===== src/rtl/adcc_pkg.sv =====
// Shared constants and types for the converter control block
package adcc_pkg;

  // ----------------------------------------------------------------
  // Register addresses
  // ----------------------------------------------------------------
  localparam logic [7:0] ADDR_LT_LO  = 8'hC6;
  localparam logic [7:0] ADDR_LT_HI  = 8'hC7;
  localparam logic [7:0] ADDR_GT_LO  = 8'hC4;
  localparam logic [7:0] ADDR_GT_HI  = 8'hC5;
  localparam logic [7:0] ADDR_RES_LO = 8'hBE;
  localparam logic [7:0] ADDR_RES_HI = 8'hBF;
  localparam logic [7:0] ADDR_CFG    = 8'hBC;
  localparam logic [7:0] ADDR_MUX    = 8'hBB;
  localparam logic [7:0] ADDR_DIFF   = 8'hBA;
  localparam logic [7:0] ADDR_CTL    = 8'hE8;
  localparam logic [7:0] ADDR_IE     = 8'hE6;
  localparam logic [7:0] RST_BYTE    = 8'h00;

  // ----------------------------------------------------------------
  // Field positions
  // ----------------------------------------------------------------
  localparam int CTL_LJ   = 0;
  localparam int CTL_WIN  = 1;
  localparam int CTL_DONE = 2;
  localparam int CTL_BUSY = 3;
  localparam int CTL_SMLO = 4;
  localparam int CTL_SMHI = 5;
  localparam int CTL_TM   = 6;
  localparam int CTL_EN   = 7;
  localparam int CFG_SCLO = 0;
  localparam int CFG_SCHI = 2;
  localparam int CFG_GNLO = 3;
  localparam int CFG_GNHI = 5;
  localparam int IE_DONE  = 0;
  localparam int IE_WIN   = 1;

  // ----------------------------------------------------------------
  // Converter constants and timing
  // ----------------------------------------------------------------
  localparam logic [11:0] SAR_MSB   = 12'h800;
  localparam logic [3:0]  IDX_TOP   = 4'hB;
  localparam logic [3:0]  IDX_LOW12 = 4'h0;
  localparam logic [3:0]  IDX_LOW10 = 4'h2;
  localparam logic [1:0]  TRACK_CLKS = 2'h3;
  localparam logic [2:0]  SCALE_MAX = 3'h4;
  localparam int CLK_HZ       = 250000000;
  localparam int MAX_RATE_SPS = 100000;
  localparam int MIN_CONV_CYC = (CLK_HZ + MAX_RATE_SPS - 1) / MAX_RATE_SPS;
  localparam logic [11:0] HOLDOFF_INIT = 12'(MIN_CONV_CYC - 1);

  // ----------------------------------------------------------------
  // Types
  // ----------------------------------------------------------------
  typedef enum logic [1:0] {
    ADCC_SRC_SW  = 2'b00,
    ADCC_SRC_T3  = 2'b01,
    ADCC_SRC_EXT = 2'b10,
    ADCC_SRC_T2  = 2'b11
  } adcc_start_e;

  typedef enum logic [1:0] {
    ADCC_IDLE  = 2'b00,
    ADCC_TRACK = 2'b01,
    ADCC_CONV  = 2'b10
  } adcc_state_e;

endpackage


===== src/rtl/adcc_clk_div.sv =====
// Conversion clock enable divider
module adcc_clk_div (
  // Clock and reset
  input  wire logic       core_clk,
  input  wire logic       sys_rst,
  // Divide select and enable out
  input  wire logic [2:0] scale,
  output logic            tick_r
);

  logic [3:0] cnt_r;
  logic [3:0] limit;
  logic       wrap;

  // Scale 0 gives every cycle, codes past the top clamp to sixteen
  assign limit = (scale >= adcc_pkg::SCALE_MAX) ? 4'hF
               : 4'((5'h01 << scale) - 5'h01);
  assign wrap  = (cnt_r >= limit);

  // Free running count and one-cycle enable
  always_ff @(posedge core_clk) begin
    if (sys_rst) begin
      cnt_r  <= 4'h0;
      tick_r <= 1'b0;
    end else begin
      cnt_r  <= wrap ? 4'h0 : cnt_r + 4'h1;
      tick_r <= wrap;
    end
  end

endmodule


===== src/rtl/adcc_conv_ctrl.sv =====
// Successive approximation converter control, registers and window detect
// Function
// - Conversion clock from system clock, divided by 1, 2, 4, 8 or 16.
// - Start from software busy write, timer 3, external rising edge, timer 2.
// - Busy stays high for the whole conversion, low after.
// - Busy falling sets done flag and raises enabled interrupt.
// - Result byte pair left or right justified by justify bit.
// - Default track mode tracks always except during conversion.
// - Low-power mode with internal sources tracks three conversion clocks first.
// - Low-power mode with external start tracks only while input low.
// - Tracking disabled during chip standby or sleep.
// - Every result compared with limits, window flag and enabled interrupt raised on a hit.
// - Window flag may mean inside or outside the range.
// - Window flag readable so software can poll it.
// - Limit bytes separately writable, read/write, reset to zero.
// - Controller may shut converter down to save power.
// - Nine-way input select, one temperature sensor, eight external.
// - Each external pair single-ended or differential.
// - Amplifier gain 0.5 to 16 in power-of-two steps.
// - 10- or 12-bit result latched only at completion.
// - Conversion rate never above 100 thousand samples per second.
module adcc_conv_ctrl (
  // Clock and reset
  input  wire logic        core_clk,
  input  wire logic        sys_rst,
  // Register port
  input  wire logic [7:0]  sfr_addr,
  input  wire logic [7:0]  sfr_wdata,
  input  wire logic        sfr_wr,
  input  wire logic        sfr_rd,
  output logic      [7:0]  sfr_rdata,
  // Start sources
  input  wire logic        timer2_ovf,
  input  wire logic        timer3_ovf,
  input  wire logic        ext_conv_start,
  // Chip state and variant
  input  wire logic        chip_standby,
  input  wire logic        res_is_10bit,
  // Analog side
  input  wire logic        sar_cmp,
  output logic      [11:0] dac_code,
  output logic             track_en,
  output logic             adc_powered,
  output logic      [3:0]  amux_sel,
  output logic      [3:0]  amux_diff,
  output logic      [2:0]  pga_gain,
  // Interrupt requests
  output logic             irq_done,
  output logic             irq_window
);

  // ----------------------------------------------------------------
  // Registers
  // ----------------------------------------------------------------
  logic [7:0]  ctl_r, cfg_r, mux_r, diff_r, ie_r;
  logic [7:0]  gt_lo_r, gt_hi_r, lt_lo_r, lt_hi_r;
  logic [15:0] res_r;
  logic [7:0]  rdata_r;
  logic        irq_done_r, irq_win_r, track_r;
  logic        ext_d_r;
  logic [11:0] code_r, code_nxt;
  logic [3:0]  idx_r;
  logic [1:0]  trk_cnt_r;
  logic [11:0] holdoff_r;
  adcc_pkg::adcc_state_e st_r, st_nxt;

  // ----------------------------------------------------------------
  // Address decode
  // ----------------------------------------------------------------
  logic wr_ctl, wr_cfg, wr_mux, wr_diff, wr_ie;
  logic wr_gtl, wr_gth, wr_ltl, wr_lth;
  assign wr_ctl  = sfr_wr && (sfr_addr == adcc_pkg::ADDR_CTL);
  assign wr_cfg  = sfr_wr && (sfr_addr == adcc_pkg::ADDR_CFG);
  assign wr_mux  = sfr_wr && (sfr_addr == adcc_pkg::ADDR_MUX);
  assign wr_diff = sfr_wr && (sfr_addr == adcc_pkg::ADDR_DIFF);
  assign wr_ie   = sfr_wr && (sfr_addr == adcc_pkg::ADDR_IE);
  assign wr_gtl  = sfr_wr && (sfr_addr == adcc_pkg::ADDR_GT_LO);
  assign wr_gth  = sfr_wr && (sfr_addr == adcc_pkg::ADDR_GT_HI);
  assign wr_ltl  = sfr_wr && (sfr_addr == adcc_pkg::ADDR_LT_LO);
  assign wr_lth  = sfr_wr && (sfr_addr == adcc_pkg::ADDR_LT_HI);

  // ----------------------------------------------------------------
  // Control fields
  // ----------------------------------------------------------------
  logic        en, ljust, tmode, busy, done_flag, win_flag;
  logic [1:0]  smode;
  logic [2:0]  scale;
  assign en        = ctl_r[adcc_pkg::CTL_EN];
  assign ljust     = ctl_r[adcc_pkg::CTL_LJ];
  assign tmode     = ctl_r[adcc_pkg::CTL_TM];
  assign busy      = ctl_r[adcc_pkg::CTL_BUSY];
  assign done_flag = ctl_r[adcc_pkg::CTL_DONE];
  assign win_flag  = ctl_r[adcc_pkg::CTL_WIN];
  assign smode     = ctl_r[adcc_pkg::CTL_SMHI:adcc_pkg::CTL_SMLO];
  assign scale     = cfg_r[adcc_pkg::CFG_SCHI:adcc_pkg::CFG_SCLO];

  // ----------------------------------------------------------------
  // Conversion clock enable
  // ----------------------------------------------------------------
  logic tick;
  adcc_clk_div u_div (
    .core_clk (core_clk),
    .sys_rst  (sys_rst),
    .scale    (scale),
    .tick_r   (tick)
  );

  // ----------------------------------------------------------------
  // Start selection
  // ----------------------------------------------------------------
  logic sw_start, ext_rise, start_req, accept, ext_src;
  assign sw_start = wr_ctl && sfr_wdata[adcc_pkg::CTL_BUSY];
  // Input taken as synchronous, one flop gives the edge
  assign ext_rise = ext_conv_start && !ext_d_r;
  assign ext_src  = (smode == adcc_pkg::ADCC_SRC_EXT);
  assign start_req = (smode == adcc_pkg::ADCC_SRC_SW)  ? sw_start
                   : (smode == adcc_pkg::ADCC_SRC_T3)  ? timer3_ovf
                   : (smode == adcc_pkg::ADCC_SRC_EXT) ? ext_rise
                   : timer2_ovf;
  // holdoff keeps starts at least 10 us apart
  // a shut-down converter takes no start
  assign accept = start_req && en && (st_r == adcc_pkg::ADCC_IDLE)
               && (holdoff_r == 12'h000);

  // ----------------------------------------------------------------
  // Successive approximation step
  // ----------------------------------------------------------------
  logic [3:0] idx_low;
  logic       sar_step, finish;
  // variant width sets the last bit tried
  assign idx_low  = res_is_10bit ? adcc_pkg::IDX_LOW10 : adcc_pkg::IDX_LOW12;
  assign sar_step = (st_r == adcc_pkg::ADCC_CONV) && tick;
  assign finish   = sar_step && (idx_r == idx_low);

  // Keep tried bit per comparator, then try the next one down
  always_comb begin
    code_nxt = code_r;
    if (sar_step) begin
      code_nxt[idx_r] = sar_cmp;
      if (idx_r != idx_low) begin
        code_nxt[idx_r - 4'h1] = 1'b1;
      end
    end
  end

  // ----------------------------------------------------------------
  // Result formatting and window compare
  // ----------------------------------------------------------------
  logic [15:0] res_fmt, gt_w, lt_w;
  logic        win_hit;
  assign res_fmt = res_is_10bit
                 ? (ljust ? {code_nxt[11:2], 6'h00} : {6'h00, code_nxt[11:2]})
                 : (ljust ? {code_nxt, 4'h0} : {4'h0, code_nxt});
  assign gt_w = {gt_hi_r, gt_lo_r};
  assign lt_w = {lt_hi_r, lt_lo_r};
  // inside when the less-than limit is above the greater-than limit, outside otherwise
  // limit order picks inside or outside
  assign win_hit = (lt_w > gt_w) ? ((res_fmt > gt_w) && (res_fmt < lt_w))
                                 : ((res_fmt > gt_w) || (res_fmt < lt_w));

  // ----------------------------------------------------------------
  // Sequencer
  // ----------------------------------------------------------------
  // Low-power mode with internal sources tracks first
  always_comb begin
    st_nxt = st_r;
    case (st_r)
      adcc_pkg::ADCC_IDLE: begin
        if (accept) begin
          st_nxt = (tmode && !ext_src) ? adcc_pkg::ADCC_TRACK
                                       : adcc_pkg::ADCC_CONV;
        end
      end
      adcc_pkg::ADCC_TRACK: begin
        if (tick && (trk_cnt_r == adcc_pkg::TRACK_CLKS - 2'h1)) begin
          st_nxt = adcc_pkg::ADCC_CONV;
        end
      end
      adcc_pkg::ADCC_CONV: begin
        if (finish) begin
          st_nxt = adcc_pkg::ADCC_IDLE;
        end
      end
      default: st_nxt = adcc_pkg::ADCC_IDLE;
    endcase
  end

  // State, counters and edge memory
  always_ff @(posedge core_clk) begin
    if (sys_rst) begin
      st_r      <= adcc_pkg::ADCC_IDLE;
      ext_d_r   <= 1'b0;
      trk_cnt_r <= 2'h0;
      holdoff_r <= 12'h000;
    end else begin
      st_r      <= st_nxt;
      ext_d_r   <= ext_conv_start;
      // Tracking clocks counted only in the track state
      if (st_r != adcc_pkg::ADCC_TRACK) begin
        trk_cnt_r <= 2'h0;
      end else if (tick) begin
        trk_cnt_r <= trk_cnt_r + 2'h1;
      end
      if (accept) begin
        holdoff_r <= adcc_pkg::HOLDOFF_INIT;
      end else if (holdoff_r != 12'h000) begin
        holdoff_r <= holdoff_r - 12'h001;
      end
    end
  end

  // SAR code and bit index
  always_ff @(posedge core_clk) begin
    if (sys_rst) begin
      code_r <= 12'h000;
      idx_r  <= adcc_pkg::IDX_TOP;
    end else if (accept) begin
      code_r <= adcc_pkg::SAR_MSB;
      idx_r  <= adcc_pkg::IDX_TOP;
    end else if (sar_step && !finish) begin
      code_r <= code_nxt;
      idx_r  <= idx_r - 4'h1;
    end else begin
      code_r <= code_nxt;
    end
  end

  // ----------------------------------------------------------------
  // Control register with hardware flags
  // ----------------------------------------------------------------
  logic [7:0] ctl_nxt;
  // Hardware sets win over a software clear in the same cycle
  always_comb begin
    ctl_nxt = wr_ctl ? sfr_wdata : ctl_r;
    // busy follows the conversion, not the write
    ctl_nxt[adcc_pkg::CTL_BUSY] = (st_nxt != adcc_pkg::ADCC_IDLE);
    if (finish) begin
      ctl_nxt[adcc_pkg::CTL_DONE] = 1'b1;
    end
    // flag every result in the detect band
    if (finish && win_hit) begin
      ctl_nxt[adcc_pkg::CTL_WIN] = 1'b1;
    end
  end

  // window flag lives in a readable control bit
  always_ff @(posedge core_clk) begin
    if (sys_rst) begin
      ctl_r <= adcc_pkg::RST_BYTE;
    end else begin
      ctl_r <= ctl_nxt;
    end
  end

  // ----------------------------------------------------------------
  // Plain configuration registers
  // ----------------------------------------------------------------
  // each limit byte written on its own
  always_ff @(posedge core_clk) begin
    if (sys_rst) begin
      cfg_r   <= adcc_pkg::RST_BYTE;
      mux_r   <= adcc_pkg::RST_BYTE;
      diff_r  <= adcc_pkg::RST_BYTE;
      ie_r    <= adcc_pkg::RST_BYTE;
      gt_lo_r <= adcc_pkg::RST_BYTE;
      gt_hi_r <= adcc_pkg::RST_BYTE;
      lt_lo_r <= adcc_pkg::RST_BYTE;
      lt_hi_r <= adcc_pkg::RST_BYTE;
    end else begin
      if (wr_cfg)  cfg_r   <= sfr_wdata;
      if (wr_mux)  mux_r   <= sfr_wdata;
      if (wr_diff) diff_r  <= sfr_wdata;
      if (wr_ie)   ie_r    <= sfr_wdata;
      if (wr_gtl)  gt_lo_r <= sfr_wdata;
      if (wr_gth)  gt_hi_r <= sfr_wdata;
      if (wr_ltl)  lt_lo_r <= sfr_wdata;
      if (wr_lth)  lt_hi_r <= sfr_wdata;
    end
  end

  always_ff @(posedge core_clk) begin
    if (sys_rst) begin
      res_r <= 16'h0000;
    end else if (finish) begin
      res_r <= res_fmt;
    end
  end

  // ----------------------------------------------------------------
  // Track-and-hold control
  // ----------------------------------------------------------------
  logic trk_want, trk_nxt;
  // external low-power mode tracks while input low
  assign trk_want = !tmode ? (st_r != adcc_pkg::ADCC_CONV)
                  : ext_src ? (!ext_conv_start && (st_r != adcc_pkg::ADCC_CONV))
                  : (st_r == adcc_pkg::ADCC_TRACK);
  assign trk_nxt = trk_want && en && !chip_standby;

  // Output flops for the analog side and interrupts
  always_ff @(posedge core_clk) begin
    if (sys_rst) begin
      track_r    <= 1'b0;
      irq_done_r <= 1'b0;
      irq_win_r  <= 1'b0;
    end else begin
      track_r    <= trk_nxt;
      irq_done_r <= ctl_nxt[adcc_pkg::CTL_DONE] && ie_r[adcc_pkg::IE_DONE];
      irq_win_r  <= ctl_nxt[adcc_pkg::CTL_WIN] && ie_r[adcc_pkg::IE_WIN];
    end
  end

  // ----------------------------------------------------------------
  // Read data
  // ----------------------------------------------------------------
  logic [7:0] rd_mux;
  assign rd_mux = (sfr_addr == adcc_pkg::ADDR_CTL)    ? ctl_r
                : (sfr_addr == adcc_pkg::ADDR_CFG)    ? cfg_r
                : (sfr_addr == adcc_pkg::ADDR_MUX)    ? mux_r
                : (sfr_addr == adcc_pkg::ADDR_DIFF)   ? diff_r
                : (sfr_addr == adcc_pkg::ADDR_IE)     ? ie_r
                : (sfr_addr == adcc_pkg::ADDR_GT_LO)  ? gt_lo_r
                : (sfr_addr == adcc_pkg::ADDR_GT_HI)  ? gt_hi_r
                : (sfr_addr == adcc_pkg::ADDR_LT_LO)  ? lt_lo_r
                : (sfr_addr == adcc_pkg::ADDR_LT_HI)  ? lt_hi_r
                : (sfr_addr == adcc_pkg::ADDR_RES_LO) ? res_r[7:0]
                : (sfr_addr == adcc_pkg::ADDR_RES_HI) ? res_r[15:8]
                : adcc_pkg::RST_BYTE;

  // Reads have no side effect, data held until the next read
  always_ff @(posedge core_clk) begin
    if (sys_rst) begin
      rdata_r <= adcc_pkg::RST_BYTE;
    end else if (sfr_rd) begin
      rdata_r <= rd_mux;
    end
  end

  // ----------------------------------------------------------------
  // Outputs
  // ----------------------------------------------------------------
  assign sfr_rdata   = rdata_r;
  assign dac_code    = code_r;
  assign track_en    = track_r;
  assign adc_powered = ctl_r[adcc_pkg::CTL_EN];
  // channel 8 is the temperature sensor
  assign amux_sel    = mux_r[3:0];
  assign amux_diff   = diff_r[3:0];
  // code 0 is half, each step doubles
  assign pga_gain    = cfg_r[adcc_pkg::CFG_GNHI:adcc_pkg::CFG_GNLO];
  assign irq_done    = irq_done_r;
  assign irq_window  = irq_win_r;

  // ----------------------------------------------------------------
  // Assertions
  // ----------------------------------------------------------------
  AST_BUSY_HELD: assert property (@(posedge core_clk) disable iff (sys_rst)
    (st_r != adcc_pkg::ADCC_IDLE) |-> busy) else $error("busy low mid conversion");
  AST_DONE_ON_FALL: assert property (@(posedge core_clk) disable iff (sys_rst)
    $fell(busy) |-> done_flag) else $error("busy fell without done flag");
  AST_IRQ_CAUSE: assert property (@(posedge core_clk) disable iff (sys_rst)
    irq_done |-> ie_r[adcc_pkg::IE_DONE] || $past(ie_r[adcc_pkg::IE_DONE]))
    else $error("done interrupt while disabled");
  AST_DIV16: assert property (@(posedge core_clk) disable iff (sys_rst)
    (tick && scale == adcc_pkg::SCALE_MAX && $stable(scale)) |=> !tick [*8])
    else $error("divide by sixteen too fast");
  AST_TRACK_EXIT: assert property (@(posedge core_clk) disable iff (sys_rst)
    (st_r == adcc_pkg::ADCC_TRACK && tick && trk_cnt_r == 2'h2)
    |=> st_r == adcc_pkg::ADCC_CONV) else $error("track not three clocks");
  AST_IGNORE: assert property (@(posedge core_clk) disable iff (sys_rst)
    (st_r != adcc_pkg::ADCC_IDLE && start_req) |=> holdoff_r != adcc_pkg::HOLDOFF_INIT)
    else $error("start taken mid conversion");
  AST_RATE: assert property (@(posedge core_clk) disable iff (sys_rst)
    accept |=> !accept [*8]) else $error("starts too close");
  AST_RES_HOLD: assert property (@(posedge core_clk) disable iff (sys_rst)
    !finish |=> $stable(res_r)) else $error("result moved outside completion");
  AST_WIN_SET: assert property (@(posedge core_clk) disable iff (sys_rst)
    (finish && win_hit) |=> win_flag) else $error("window hit not flagged");
  AST_LJ_ZERO: assert property (@(posedge core_clk) disable iff (sys_rst)
    (finish && ljust && !wr_ctl) |=> res_r[3:0] == 4'h0)
    else $error("left justified low bits not zero");
  AST_STBY: assert property (@(posedge core_clk) disable iff (sys_rst)
    chip_standby |=> !track_en) else $error("tracking in standby");
  AST_EXT_HOLD: assert property (@(posedge core_clk) disable iff (sys_rst)
    (tmode && ext_src && ext_conv_start && !wr_ctl) |=> !track_en)
    else $error("tracking while external start high");

  COV_SW_CONV: cover property (@(posedge core_clk) disable iff (sys_rst)
    accept && smode == adcc_pkg::ADCC_SRC_SW ##[1:300] finish);
  COV_TRACK: cover property (@(posedge core_clk) disable iff (sys_rst)
    st_r == adcc_pkg::ADCC_TRACK ##1 st_r == adcc_pkg::ADCC_CONV);
  COV_WIN: cover property (@(posedge core_clk) disable iff (sys_rst)
    finish && win_hit && (lt_w > gt_w));

endmodule


===== config.mk =====
export PLATFORM = sky130hd
export DESIGN_NAME = adcc_conv_ctrl
export DESIGN_NICKNAME = d
export VERILOG_FILES = /design/src/rtl/adcc_pkg.sv /design/src/rtl/adcc_clk_div.sv /design/src/rtl/adcc_conv_ctrl.sv
export SDC_FILE = /design/constraint.sdc
export NUM_CORES = 1
export LEC_CHECK = 0
export ABC_AREA = 1
export BUFFER_PORTS_ARGS = -buffer_cell sky130_fd_sc_hd__buf_2
export CORE_MARGIN = 4
export CORE_UTILIZATION = 60
export DETAILED_ROUTE_END_ITERATION = 12
export PLACE_DENSITY = 0.8
export SYNTH_ARGS = -nofsm -noshare
export SYNTH_HDL_FRONTEND = slang
export SYNTH_SLANG_ARGS = --single-unit

===== constraint.sdc =====
create_clock -name core_clk -period 3.9 [get_ports core_clk]
set_input_delay 1.17 -clock core_clk [delete_from_list [all_inputs] [get_ports core_clk]]
set_output_delay 1.17 -clock core_clk [all_outputs]
set_load 0.02 [all_outputs]

=== After elaboration in Yosys (flattened, before gate mapping) ===
Cells that the tools add are included.

* Register bits after elaboration: 137
* Bits of input ports: 26
* Output and inout port bits: 35
* Word-level logic and storage cells: 144

* $add $sub $neg: 5
* Magnitude comparators: 9
* Equality and inequality tests: 20
* Shifts and indexed selects: 1
* Mux-type cells: 40
* Bitwise logic cells: 1
* Reductions and logical operators: 43

{| class="wikitable"
|+ Operator list
! operator !! number
|-
| 8-bit equality test, second input constant || 11
|-
| 8-bit 2-to-1 mux || 11
|-
| 12-bit 2-to-1 mux || 5
|-
| 16-bit 2-to-1 mux || 3
|-
| 16-bit > comparator || 2
|-
| 1-bit logical AND || 28
|-
| 16-bit < comparator || 1
|-
| 12-bit bitwise mux || 1
|-
| 12-bit logical NOT || 1
|-
| 12-bit bitwise OR || 1
|-
| 12-bit nonzero test || 1
|-
| 12-bit by 1-bit subtractor with 12-bit output, second input constant || 1
|-
| 4-bit by 5-bit < comparator with 1-bit output, second input constant || 2
|-
| 1-bit 2-to-1 mux || 10
|-
| 2-bit 2-to-1 mux || 5
|-
| 1-bit demux with 4-bit select || 2
|-
| 4-bit by 1-bit greater-or-equal comparator with 1-bit output, second input constant || 2
|-
| 4-bit by 1-bit subtractor with 4-bit output, second input constant || 2
|-
| 2-bit equality test, second input constant || 3
|-
| 2-bit one-hot mux with 3 select lines || 1
|-
| 2-bit OR reduction || 3
|-
| 1-bit logical NOT || 5
|-
| 4-bit by 1-bit adder with 4-bit output, second input constant || 1
|-
| 2-bit by 1-bit equality test with 1-bit output, second input constant || 2
|-
| 13 further kinds || 15
|}

=== Depth between registers and ports, before layout ===
Gate-level depths: netlist of the first run.

* Depth after elaboration: 16
* Depth in mapped cells: 29
* Depth with buffers taken out: 29

=== By module ===
Synthesis of the first run repeated with hierarchy kept, for this count alone.

* Cell total of the unflattened synthesis: 1083
* Area total of the unflattened synthesis: 7747.4 um2

{| class="wikitable"
|+ Modules (own cells, without submodules)
! module !! instances !! cells an instance !! area an instance (um2) !! seq. area each (um2)
|-
| adcc_conv_ctrl || 1 || 1037 || 7403.4 || 2642.5
|-
| adcc_clk_div || 1 || 46 || 344.1 || 100.1
|}

=== Worst setup path before layout of the first run ===
No wires, ideal clock.

* Path kind: input -> register
* Start point: in res_is_10bit
* End point: reg irq_win_r (netlist: irq_window)
* Setup time: 0.062 ns
* Data arrival time: 3.468 ns
* Required time: 3.838 ns
* Slack: 0.370 ns
* Cell stages on the path: 25
* Path buffers: 0
* Cell sequence: inv_1 -> nand2_1 -> nand2_1 -> nand2_1 -> inv_1 -> nor2_1 -> nand2_1 -> a21oi_1 -> a21oi_1 -> a221oi_1 -> ha_1 -> nand2_1 -> inv_1 -> nand3_1 -> o211ai_1 -> nand2_1 -> a31oi_1 -> nor2_1 -> nor2_1 -> nand2_1 -> nand2_1 -> nand2_1 -> nand2_1 -> nand2_2 -> nor2_2

* Cells in the longest elaborated chain, start to end: 12
* Elaborated cells on any way between the ends: 17
* Classes of those cells: 2 x order compare; 2 x eq/ne; 8 x mux; 5 x reduce/logical

{| class="wikitable"
|+ RTL lines
! element !! RTL line !! RTL
|-
| start: declaration || adcc_conv_ctrl.sv:38 || <nowiki>input wire logic res_is_10bit,</nowiki>
|-
| 2-bit 2-to-1 mux || adcc_conv_ctrl.sv:131 || <nowiki>assign idx_low = res_is_10bit ? adcc_pkg::IDX_LOW10 : adcc_pkg::IDX_LOW12;</nowiki>
|-
| 4-bit by 2-bit != test with 1-bit output || adcc_conv_ctrl.sv:140 || <nowiki>if (idx_r != idx_low) begin</nowiki>
|-
| 12-bit 2-to-1 mux || adcc_conv_ctrl.sv:140 ||
|-
| 12-bit 2-to-1 mux || adcc_conv_ctrl.sv:138 || <nowiki>if (sar_step) begin</nowiki>
|-
| 16-bit 2-to-1 mux, on equally long branches || adcc_conv_ctrl.sv:153, adcc_conv_ctrl.sv:152 ||
|-
| 16-bit 2-to-1 mux * || adcc_conv_ctrl.sv:152 || <nowiki>? (ljust ? {code_nxt[11:2], 6'h00} : {6'h00, code_nxt[11:2]})</nowiki>
|-
| named net res_fmt[7] || adcc_conv_ctrl.sv:149 || <nowiki>logic [15:0] res_fmt, gt_w, lt_w;</nowiki>
|-
| 16-bit > comparator or 16-bit < comparator (tied branches) || adcc_conv_ctrl.sv:158, adcc_conv_ctrl.sv:159 ||
|-
| 1-bit logical OR or 1-bit logical AND (tied branches) || adcc_conv_ctrl.sv:159, adcc_conv_ctrl.sv:158 ||
|-
| 1-bit 2-to-1 mux * || adcc_conv_ctrl.sv:158 || <nowiki>assign win_hit = (lt_w > gt_w) ? ((res_fmt > gt_w) && (res_fmt < lt_w))</nowiki>
|-
| 1-bit logical AND * || adcc_conv_ctrl.sv:241 || <nowiki>if (finish && win_hit) begin</nowiki>
|-
| 1-bit 2-to-1 mux * || adcc_conv_ctrl.sv:241 ||
|-
| 1-bit logical AND * || adcc_conv_ctrl.sv:308 || <nowiki>irq_win_r <= ctl_nxt[adcc_pkg::CTL_WIN] && ie_r[adcc_pkg::IE_WIN];</nowiki>
|-
| end signal: assignment || adcc_conv_ctrl.sv:308 ||
|-
| end: declaration || adcc_conv_ctrl.sv:59 || <nowiki>logic irq_done_r, irq_win_r, track_r;</nowiki>
|}

The timed path passes the listed nets; every way through them passes the cells marked *.
A chain may end at the register's enable or synchronous reset.

=== Worst setup path after layout of the first run ===
Same ends and word-level chain as after synthesis.

==> results.md, run 1 <==
- Hold EP: ie_r[5]
- Sequential Power Share: between 40% and 50%
- Worst path bufs/invs: 4
- Post-Syn Instances: ~1100
- Net Sw Frac: 28.94%
- Critical path's top delay family: simple AND/OR/NAND/NOR gates
- Net Switching: 1.074 mW
- Clk slew on worst S/H paths: ~0.060 ns
- Logic pwr share: 14.1%
- Chip width: roughly 120 um
- GRT Util Overall: ~31%
- Setup crit start: res_is_10bit
- Port bufs: 60
- Seq/Total Area, Yosys: between 30% and 40%
- CP endpoint kind: flip-flop
- Post-synthesis register bit count: about 140
- Post-synth ARST share: 0%
- PwrDens: 415.1 mW/mm^2
- Power Total: 3.710 mW
- Mapped cell area: 0.007740 mm^2
- Initial DRC Count: about 810
- Slew Viols, Final: 0
- Core Region: 0.01262 mm^2
- Final setup viols: 0
- # fillers: about 1100
- Crit-path slowest cell: nor4b_1
- Post-DP HPWL: between 15000 and 20000 um
- DRT antenna net count: 0
- Clock tree root driver cell: clkbuf_16
- FF-to-FF End: irq_window
- Clock skew: 0.005826 ns
- Worst-case reg-to-reg path depth: 23
- Final nets: about 1300
- CTS tree: done
- Worst-margin pin slew: between 0.6 and 0.7 ns
- Int Pwr: 2.636 mW
- Setup tns final: 0 ns
- Max-cap violations: 0
- Sequential Area: 0.002743 mm^2
- Ys Warns: 0
- CP Launch Type: input port
- Fin util: ~71%
- Arr. time, crit path: 3.91 ns
- CTS HTree Levels: 4
- Outcome: finished, final reports clean
- Hold Path Class: reg -> reg
- Rows: 41
- Clk network pwr share: between 40% and 50%
- Hold-fix buffers, CTS: 0
- Worst r2r src: idx_r[1]
- Leakage power: between 3 and 4 nW
- Hold Crit Depth: 2
- Dominant synthesized flop cell: dfxtp_1
- Peak VDD IR: between 0.0003 and 0.0004 V
- Largest net degree at the start of global routing: 58
- Initial antenna violation count: 0
- Finished Cell Area: a little under 0.009 mm^2
- Vias: 7761
- Slowest stage delay, CP: ~0.28 ns
- Final period util: 92.18%
- Kind of critical path: in -> reg
- Placed cell area: 0.008315 mm^2
- Hold Path Origin: ie_r[5]
- Grt ovf: 0
- Most frequent cells in the layout: nand2_1, inv_1, dfxtp_1
- Die Area: 0.01478 mm^2
- Worst R2R Setup Slack: 0.38 ns
- DR vias/cell: 5.723
- # diodes: 0
- Routed wire length per instance: 16.82 um
- Fin crit period: between 3 and 4 ns
- Most common cell type on the critical path: nand2_1
- Starting Density: between 60% and 70%
- Fin. Hold Viols: 0
- Post-Route WL: roughly 23000 um
- Worst-case clock buffer depth: 2
- Syn-to-layout area delta: 15.47%
- Io pins: 61
- EDFF count, synth: 0
- Multi-input gate area: about 0.0042 mm^2
- Synth Area per Inst: about 7 um^2
- Worst-Skew Late Latency: 0.43 ns
- Relative slew slack: a little over half
- Layout cells sized above 1: about an eighth
- Mapped Nets: 1188
- GP Congestion: around 0.98
- FMAX: 0.2782 GHz
- Yosys cell types: between 40 and 50
- CTS Buf Count: 17
- Number of clock sinks: ~140
- First-pass GRT wire length: between 30000 and 40000 um
- CP max FO: 3
- Most common library cell in the layout ignoring fill and taps: nand2_1
- Drt pass-1 iters: 5
- RSZ-0062 raised after global routing: no
- Req. time, crit path: 4.22 ns
- Vias in the first global route: 7149
- Die height: around 120 um
- DRC errors left: 0
worst register-to-register path, cell delays in order, from the launching register on:
cell and delay (ns):
dfxtp_1 0.37, inv_1 0.17, ha_2 0.35, xor2_2 0.23, nor2_1 0.13, nand2_1 0.10, o21ai_0 0.08, a22oi_1 0.22
buf_4 0.16, o22ai_1 0.11, ha_1 0.36, a21oi_1 0.08, o21a_1 0.17, o211ai_1 0.16, nand2_1 0.07, a31oi_1 0.17
nor2_1 0.08, nor2_1 0.08, nand2_1 0.06, nand2_1 0.07, nand2_1 0.06, nand2_1 0.07, nand2_2 0.06, nor2_2 0.09
repair_timing:
| item | 4_1_cts | 5_1_grt |
|---|---|---|
| gates resized for setup | 0 | 2 |
| buffers inserted | 0 | 0 |
| setup endpoints to repair | 0 | 2 |
cells by family (layout without fill, tap and decap cells):
group | count (synthesis) | count (layout) | synth area share [%]
AOI/OAI and AO/OA | 276 | 276 | 20.06
xor gates and xnor gates | 7 | 7 | 0.7921
adders and majority gates | 60 | 60 | 9.699
buffers and inverters | 209 | 291 | 10.91
DFF | 137 | 137 | 35.43
muxes | 1 | 1 | 0.1293
and+or+nand+nor | 412 | 412 | 22.97
synth_stat cells, types with 6 or more instances:
cell type	instances	area, um^2
a211oi_1	16	120.1
a21oi_1	121	605.6
a22oi_1	6	45.04
buf_4	13	97.59
clkbuf_1	34	127.6
dfxtp_1	137	2743
ha_1	60	750.7
inv_1	154	578.1
nand2_1	198	743.2
nand3_1	48	240.2
nand4_1	20	125.1
nor2_1	110	412.9
nor3_1	15	75.07
o211ai_1	9	67.56
o21ai_0	85	425.4
o21bai_1	6	45.04
o22ai_1	10	62.56
state kept, by name (all words and copies together), names as in the netlist, 4 cells and up:
| signal | cells |
|---|---|
| res_r | 16 |
| dac_code | 12 |
| holdoff_r | 12 |
| cfg_r | 8 |
| ctl_r | 8 |
| diff_r | 8 |
| gt_hi_r | 8 |
| gt_lo_r | 8 |
| ie_r | 8 |
| lt_hi_r | 8 |
| lt_lo_r | 8 |
| mux_r | 8 |
| sfr_rdata | 8 |
| idx_r | 4 |
| u_div.cnt_r | 4 |
worst max-delay path by stage:
stage	end	depth (start not counted)
6_report	irq_window	25
5_1_grt	irq_window	26
2_1_floorplan	irq_window	25
3_5_place_dp	irq_window	26
4_1_cts	irq_window	23
3_3_place_gp	ctl_r[1]	25
power groups by stage:
stage          logic (mW)  clock network (mW)  registers, mW
5_1_grt             0.587                1.74           1.52
4_1_cts             0.512                1.67           1.51
2_1_floorplan       0.390                   0           1.53
3_3_place_gp        0.498                   0           1.54
3_5_place_dp        0.507                   0           1.54
6_report            0.523                1.67           1.52
final cells by class:
class	instances	area share [%]
Multi-Input combinational cell	756	46.58
Sequential cell	137	30.69
Timing Repair Buffer	102	6.888
Clock buffer	19	5.068
Clock inverter	13	1.778
Inverter	157	6.594
Tap cell	172	2.408
metal layers:
metal	track usage, %	part of all wire [%]
met3	7.242	10
met2	49.15	45
met4	11.55	3.1
met5	0	0
met1	41.71	42
per-stage QoR:
stage / instances / hold WS (ns) / worst slack, ns
global route: 1356 / 0.4754 / 0.006265
global placement: 1324 / 0.4330 / 0.08751
finish: 1356 / 0.4499 / 0.3050
CTS: 1356 / 0.4499 / 0.2706
floorplan: 1102 / 0.4237 / 0.3704
detailed placement: 1324 / 0.4395 / -0.03320
Note: power is estimated with default switching activity, not from simulation.
==> run 2, diff against run 1 <==
--- a/config.mk
+++ b/config.mk
@@ -5,7 +5,6 @@
 export SDC_FILE = /design/constraint.sdc
 export NUM_CORES = 1
 export LEC_CHECK = 0
-export ABC_AREA = 1
 export BUFFER_PORTS_ARGS = -buffer_cell sky130_fd_sc_hd__buf_2
 export CORE_MARGIN = 4
 export CORE_UTILIZATION = 60
==> run 2 against run 1 <==
Compared with the run above:
- wire length up 4.0%
- critical path type unchanged
- total power shrank 0.34%
- sequential share of layout area shrank 1.6 points
- non-clock buffer count increased by 20
- sequential power barely moved
- the flow now finishes with violations (negative setup slack)
==> results.md, run 2 <==
- Outcome: finished with violations
- Failing checks: negative setup slack
- Slew Viols, Final: 0 (unchanged)
- Clock tree root driver cell: clkbuf_16
- Worst path bufs/invs: 2 (-2)
- Worst-margin pin slew: 0.7790 ns (+0.08714 ns)
- # diodes: 0 (unchanged)
- FF-to-FF End: irq_window
- Dpl cells: 1233 (-6.9%)
- Post-synth ARST share: 0% (unchanged)
- CP max FO: 3 (unchanged)
- CP endpoint kind: flip-flop
- Post-Route WL: 23720 um (+4.0%)
- Leakage power: 3.881 nW (-1.4%)
- Final setup viols: 1 (+1)
- Non-Filler Instances: 1265 (-6.7%)
- Slowest stage delay, CP: 0.39 ns (+0.11 ns)
- Clk network pwr share: 44.0% (-1.1 points)
- CTS HTree Levels: 4 (unchanged)
- Fin. Hold Viols: 0 (unchanged)
- Die Area: 0.01534 mm^2 (+3.8%)
- Final nets: 1162 (-7.6%)
- Mapped cell area: 0.008053 mm^2 (+4.0%)
- Fin util: 71.41% (+0.59 points)
- Most common cell type on the critical path: a21o_1
- DRC errors left: 0 (unchanged)
- Initial antenna violation count: 0 (unchanged)
- Req. time, crit path: 4.23 ns (about the same)
- CP Launch Type: input port
- Hold Path Class: reg -> reg
- Grt ovf: 0 (unchanged)
- Vias in the first global route: 7229 (+1.1%)
- Worst-case clock buffer depth: 2 (unchanged)
- Worst r2r src: idx_r[0]
- Dominant synthesized flop cell: dfxtp_1
- Worst-case reg-to-reg path depth: 17 (-26%)
- Peak VDD IR: 0.0005296 V (+34%)
- DRT antenna net count: 0 (unchanged)
- Max-cap violations: 0 (unchanged)
- Net Sw Frac: 28.57% (-0.37 points)
- Top cells by area, synth: dfxtp_1, ha_1, a21oi_1
- Most frequent cells in the layout: dfxtp_1, nand2_1, a21oi_1
- DR vias/cell: 6.210 (+8.5%)
- Kind of critical path: in -> reg
- Hold EP: res_r[14]
- Mapped Nets: 1093 (-8.0%)
- Die height: 123.9 um (+1.9%)
- Most common library cell in the layout ignoring fill and taps: dfxtp_1
- Ys Warns: 0 (unchanged)
- Arr. time, crit path: 4.24 ns (+0.33 ns)
- Biggest register: res_r
- Logic pwr share: 14.8% (+0.7 points)
- Sequential Power Share: 41.2% (+0.4 points)
- Final period util: 100.4% (+8.2 points)
- Largest register FFs: 16 (unchanged)
- Fin crit period: 3.915 ns (+0.3197 ns)
- Synth top cells by count: dfxtp_1, nand2_1, a21oi_1
- Power Total: 3.697 mW (-0.34%)
- CTS Buf Count: 17 (unchanged)
- Most frequent cell after synthesis: dfxtp_1
- Final worst slack: -0.01470 ns (-0.3197 ns)
- Layout cells sized above 1: 16.99% (+4.1 points)
- Chip width: 123.9 um (+1.9%)
- Hold Path Origin: res_r[14]
- RSZ-0062 raised after global routing: yes
- EDFF count, synth: 0 (unchanged)
- Synth top area share: 34.06% (-1.4 points)
- Number of clock sinks: 137 (unchanged)
- Synth Area per Inst: 7.997 um^2 (+14%)
- Starting Density: 61.05% (-0.28 points)
- Core Region: 0.01319 mm^2 (+4.5%)
- Worst-Skew Late Latency: 0.43 ns (about the same)
- Hold-fix buffers, CTS: 0 (unchanged)
- Port bufs: 60 (unchanged)
- GP Congestion: 0.9891 (+0.50%)
- Rows: 42 (+2.4%)
- Yosys cell types: 74 (+57%)
- Worst R2R Setup Slack: 0.07 ns (-0.31 ns)
- Synth area leader: dfxtp_1
- CTS tree: done
- Initial DRC Count: 762 (-5.8%)
- Seq/Total Area, Yosys: 34.06% (-1.4 points)
- Syn-to-layout area delta: 16.97%
- Post-synthesis register bit count: 137 (unchanged)
- Vias: 7856 (+1.2%)
- Net Switching: 1.056 mW (-1.6%)
- Drt pass-1 iters: 8 (+3)
- FMAX: 0.2554 GHz (-8.2%)
- Routed wire length per instance: 18.75 um (+12%)
- First-pass GRT wire length: 37110 um (+2.4%)
- Clock skew: 0.007508 ns (+0.001682 ns)
- Crit-path slowest cell: a221o_1
- PwrDens: 392.5 mW/mm^2 (-5.4%)
- Largest net degree at the start of global routing: 75 (+29%)
- Int Pwr: 2.641 mW (+0.19%)
- Hold Crit Depth: 2 (unchanged)
- Io pins: 61 (unchanged)
- Critical path's top delay family: compound AO/OA/AOI/OAI gates
- GRT Util Overall: 31.38% (+0.25 points)
- Post-Syn Instances: 1007 (-8.6%)
- Post-DP HPWL: 17130 um (+3.3%)
- Pre-CTS WS: -0.4988 ns (-0.4656 ns)
- Relative slew slack: 47.78% (-6.0 points)
- Clk slew on worst S/H paths: 0.06 ns (about the same)
- Cell chain of the critical path: buf_6 -> nand2b_4 -> a211o_1 -> a31oi_4 -> nand2_1 -> a221o_1 -> a221o_1 -> buf_4 -> ha_4 -> a21o_1 -> a21o_1 -> a211oi_2 -> o21a_1 -> o221ai_2 -> a21o_1 -> a2111oi_2
run 2: cell count changes after synthesis, moves of 10 or more:
| cell | before | now |
|---|---|---|
| a21oi_1 | 121 | 104 |
| nand3_1 | 48 | 58 |
| nand2_1 | 198 | 113 |
| nand2b_1 | 0 | 10 |
| mux2i_1 | 1 | 36 |
| clkbuf_1 | 34 | 50 |
| nand4_1 | 20 | 9 |
| o21ai_0 | 85 | 28 |
| nor2_1 | 110 | 96 |
| and2_1 | 0 | 20 |
| inv_1 | 154 | 55 |
run 2: through the flow:
step	hold slack, ns	TNS (ns)	area (um^2)
global placement	0.4421	-0.8600	8730
finish	0.4574	-0.01470	9419
floorplan	0.4329	-0.6475	8064
global route	0.4755	-0.2088	9419
CTS	0.4554	-0.01031	9346
detailed placement	0.4462	-0.9121	8730
run 2: metal layers:
layer | track usage, % | vias to the layer above | share of wire [%]
li1 | - | 3745 | -
met1 | 41.24 | 3684 | 41
met2 | 50.63 | 362 | 47
met3 | 7.675 | 65 | 8.5
met4 | 10.31 | 0 | 3.3
met5 | 0 | - | 0
run 2: layout make-up:
class / count / area (um^2)
Tap cell: 176 / 220.2
Sequential cell: 137 / 2743
Inverter: 56 / 210.2
Clock buffer: 17 / 425.4
Timing Repair Buffer: 122 / 787.0
Multi-Input combinational cell: 742 / 4868
Fill cell: 1067 / 3771
Clock inverter: 15 / 165.2
run 2: worst min-delay path, cell delays in order, from the launching register on:
cell	delay (ns)
dfxtp_1	0.31
nand2_1	0.05
a21oi_1	0.05
run 2: power groups by stage:
stage / Clock, mW / Sequential (mW) / Combinational [mW]
after global routing: 1.70 / 1.53 / 0.601
after global placement: 0 / 1.55 / 0.521
after detailed placement: 0 / 1.55 / 0.531
after CTS: 1.64 / 1.52 / 0.541
final: 1.63 / 1.52 / 0.547
after floorplan: 0 / 1.54 / 0.421
run 2: logic make-up after synthesis:
group           synth area share [%]
compound gates                 20.79
xor+xnor                       1.088
fa+ha+maj                      9.323
buf+inv                        6.728
flops                          34.06
mux                            4.755
simple gates                   23.26
run 2: how the worst max path moves through the flow:
| stage | start | to | slack (ns) | cells after the start |
|---|---|---|---|---|
| final | res_is_10bit | irq_window | -0.01 | 16 |
| after global routing | res_is_10bit | irq_window | -0.17 | 17 |
| after CTS | res_is_10bit | irq_window | -0.01 | 15 |
| after detailed placement | res_is_10bit | irq_window | -0.50 | 15 |
| after global placement | res_is_10bit | irq_window | -0.47 | 15 |
| after floorplan | res_is_10bit | irq_window | -0.36 | 15 |
run 2: timing repair:
item | CTS | global route
endpoints found under the setup margin | 1 | 2
resized for setup | 7 | 16
pin swaps | 0 | 11
buffers inserted | 0 | 0
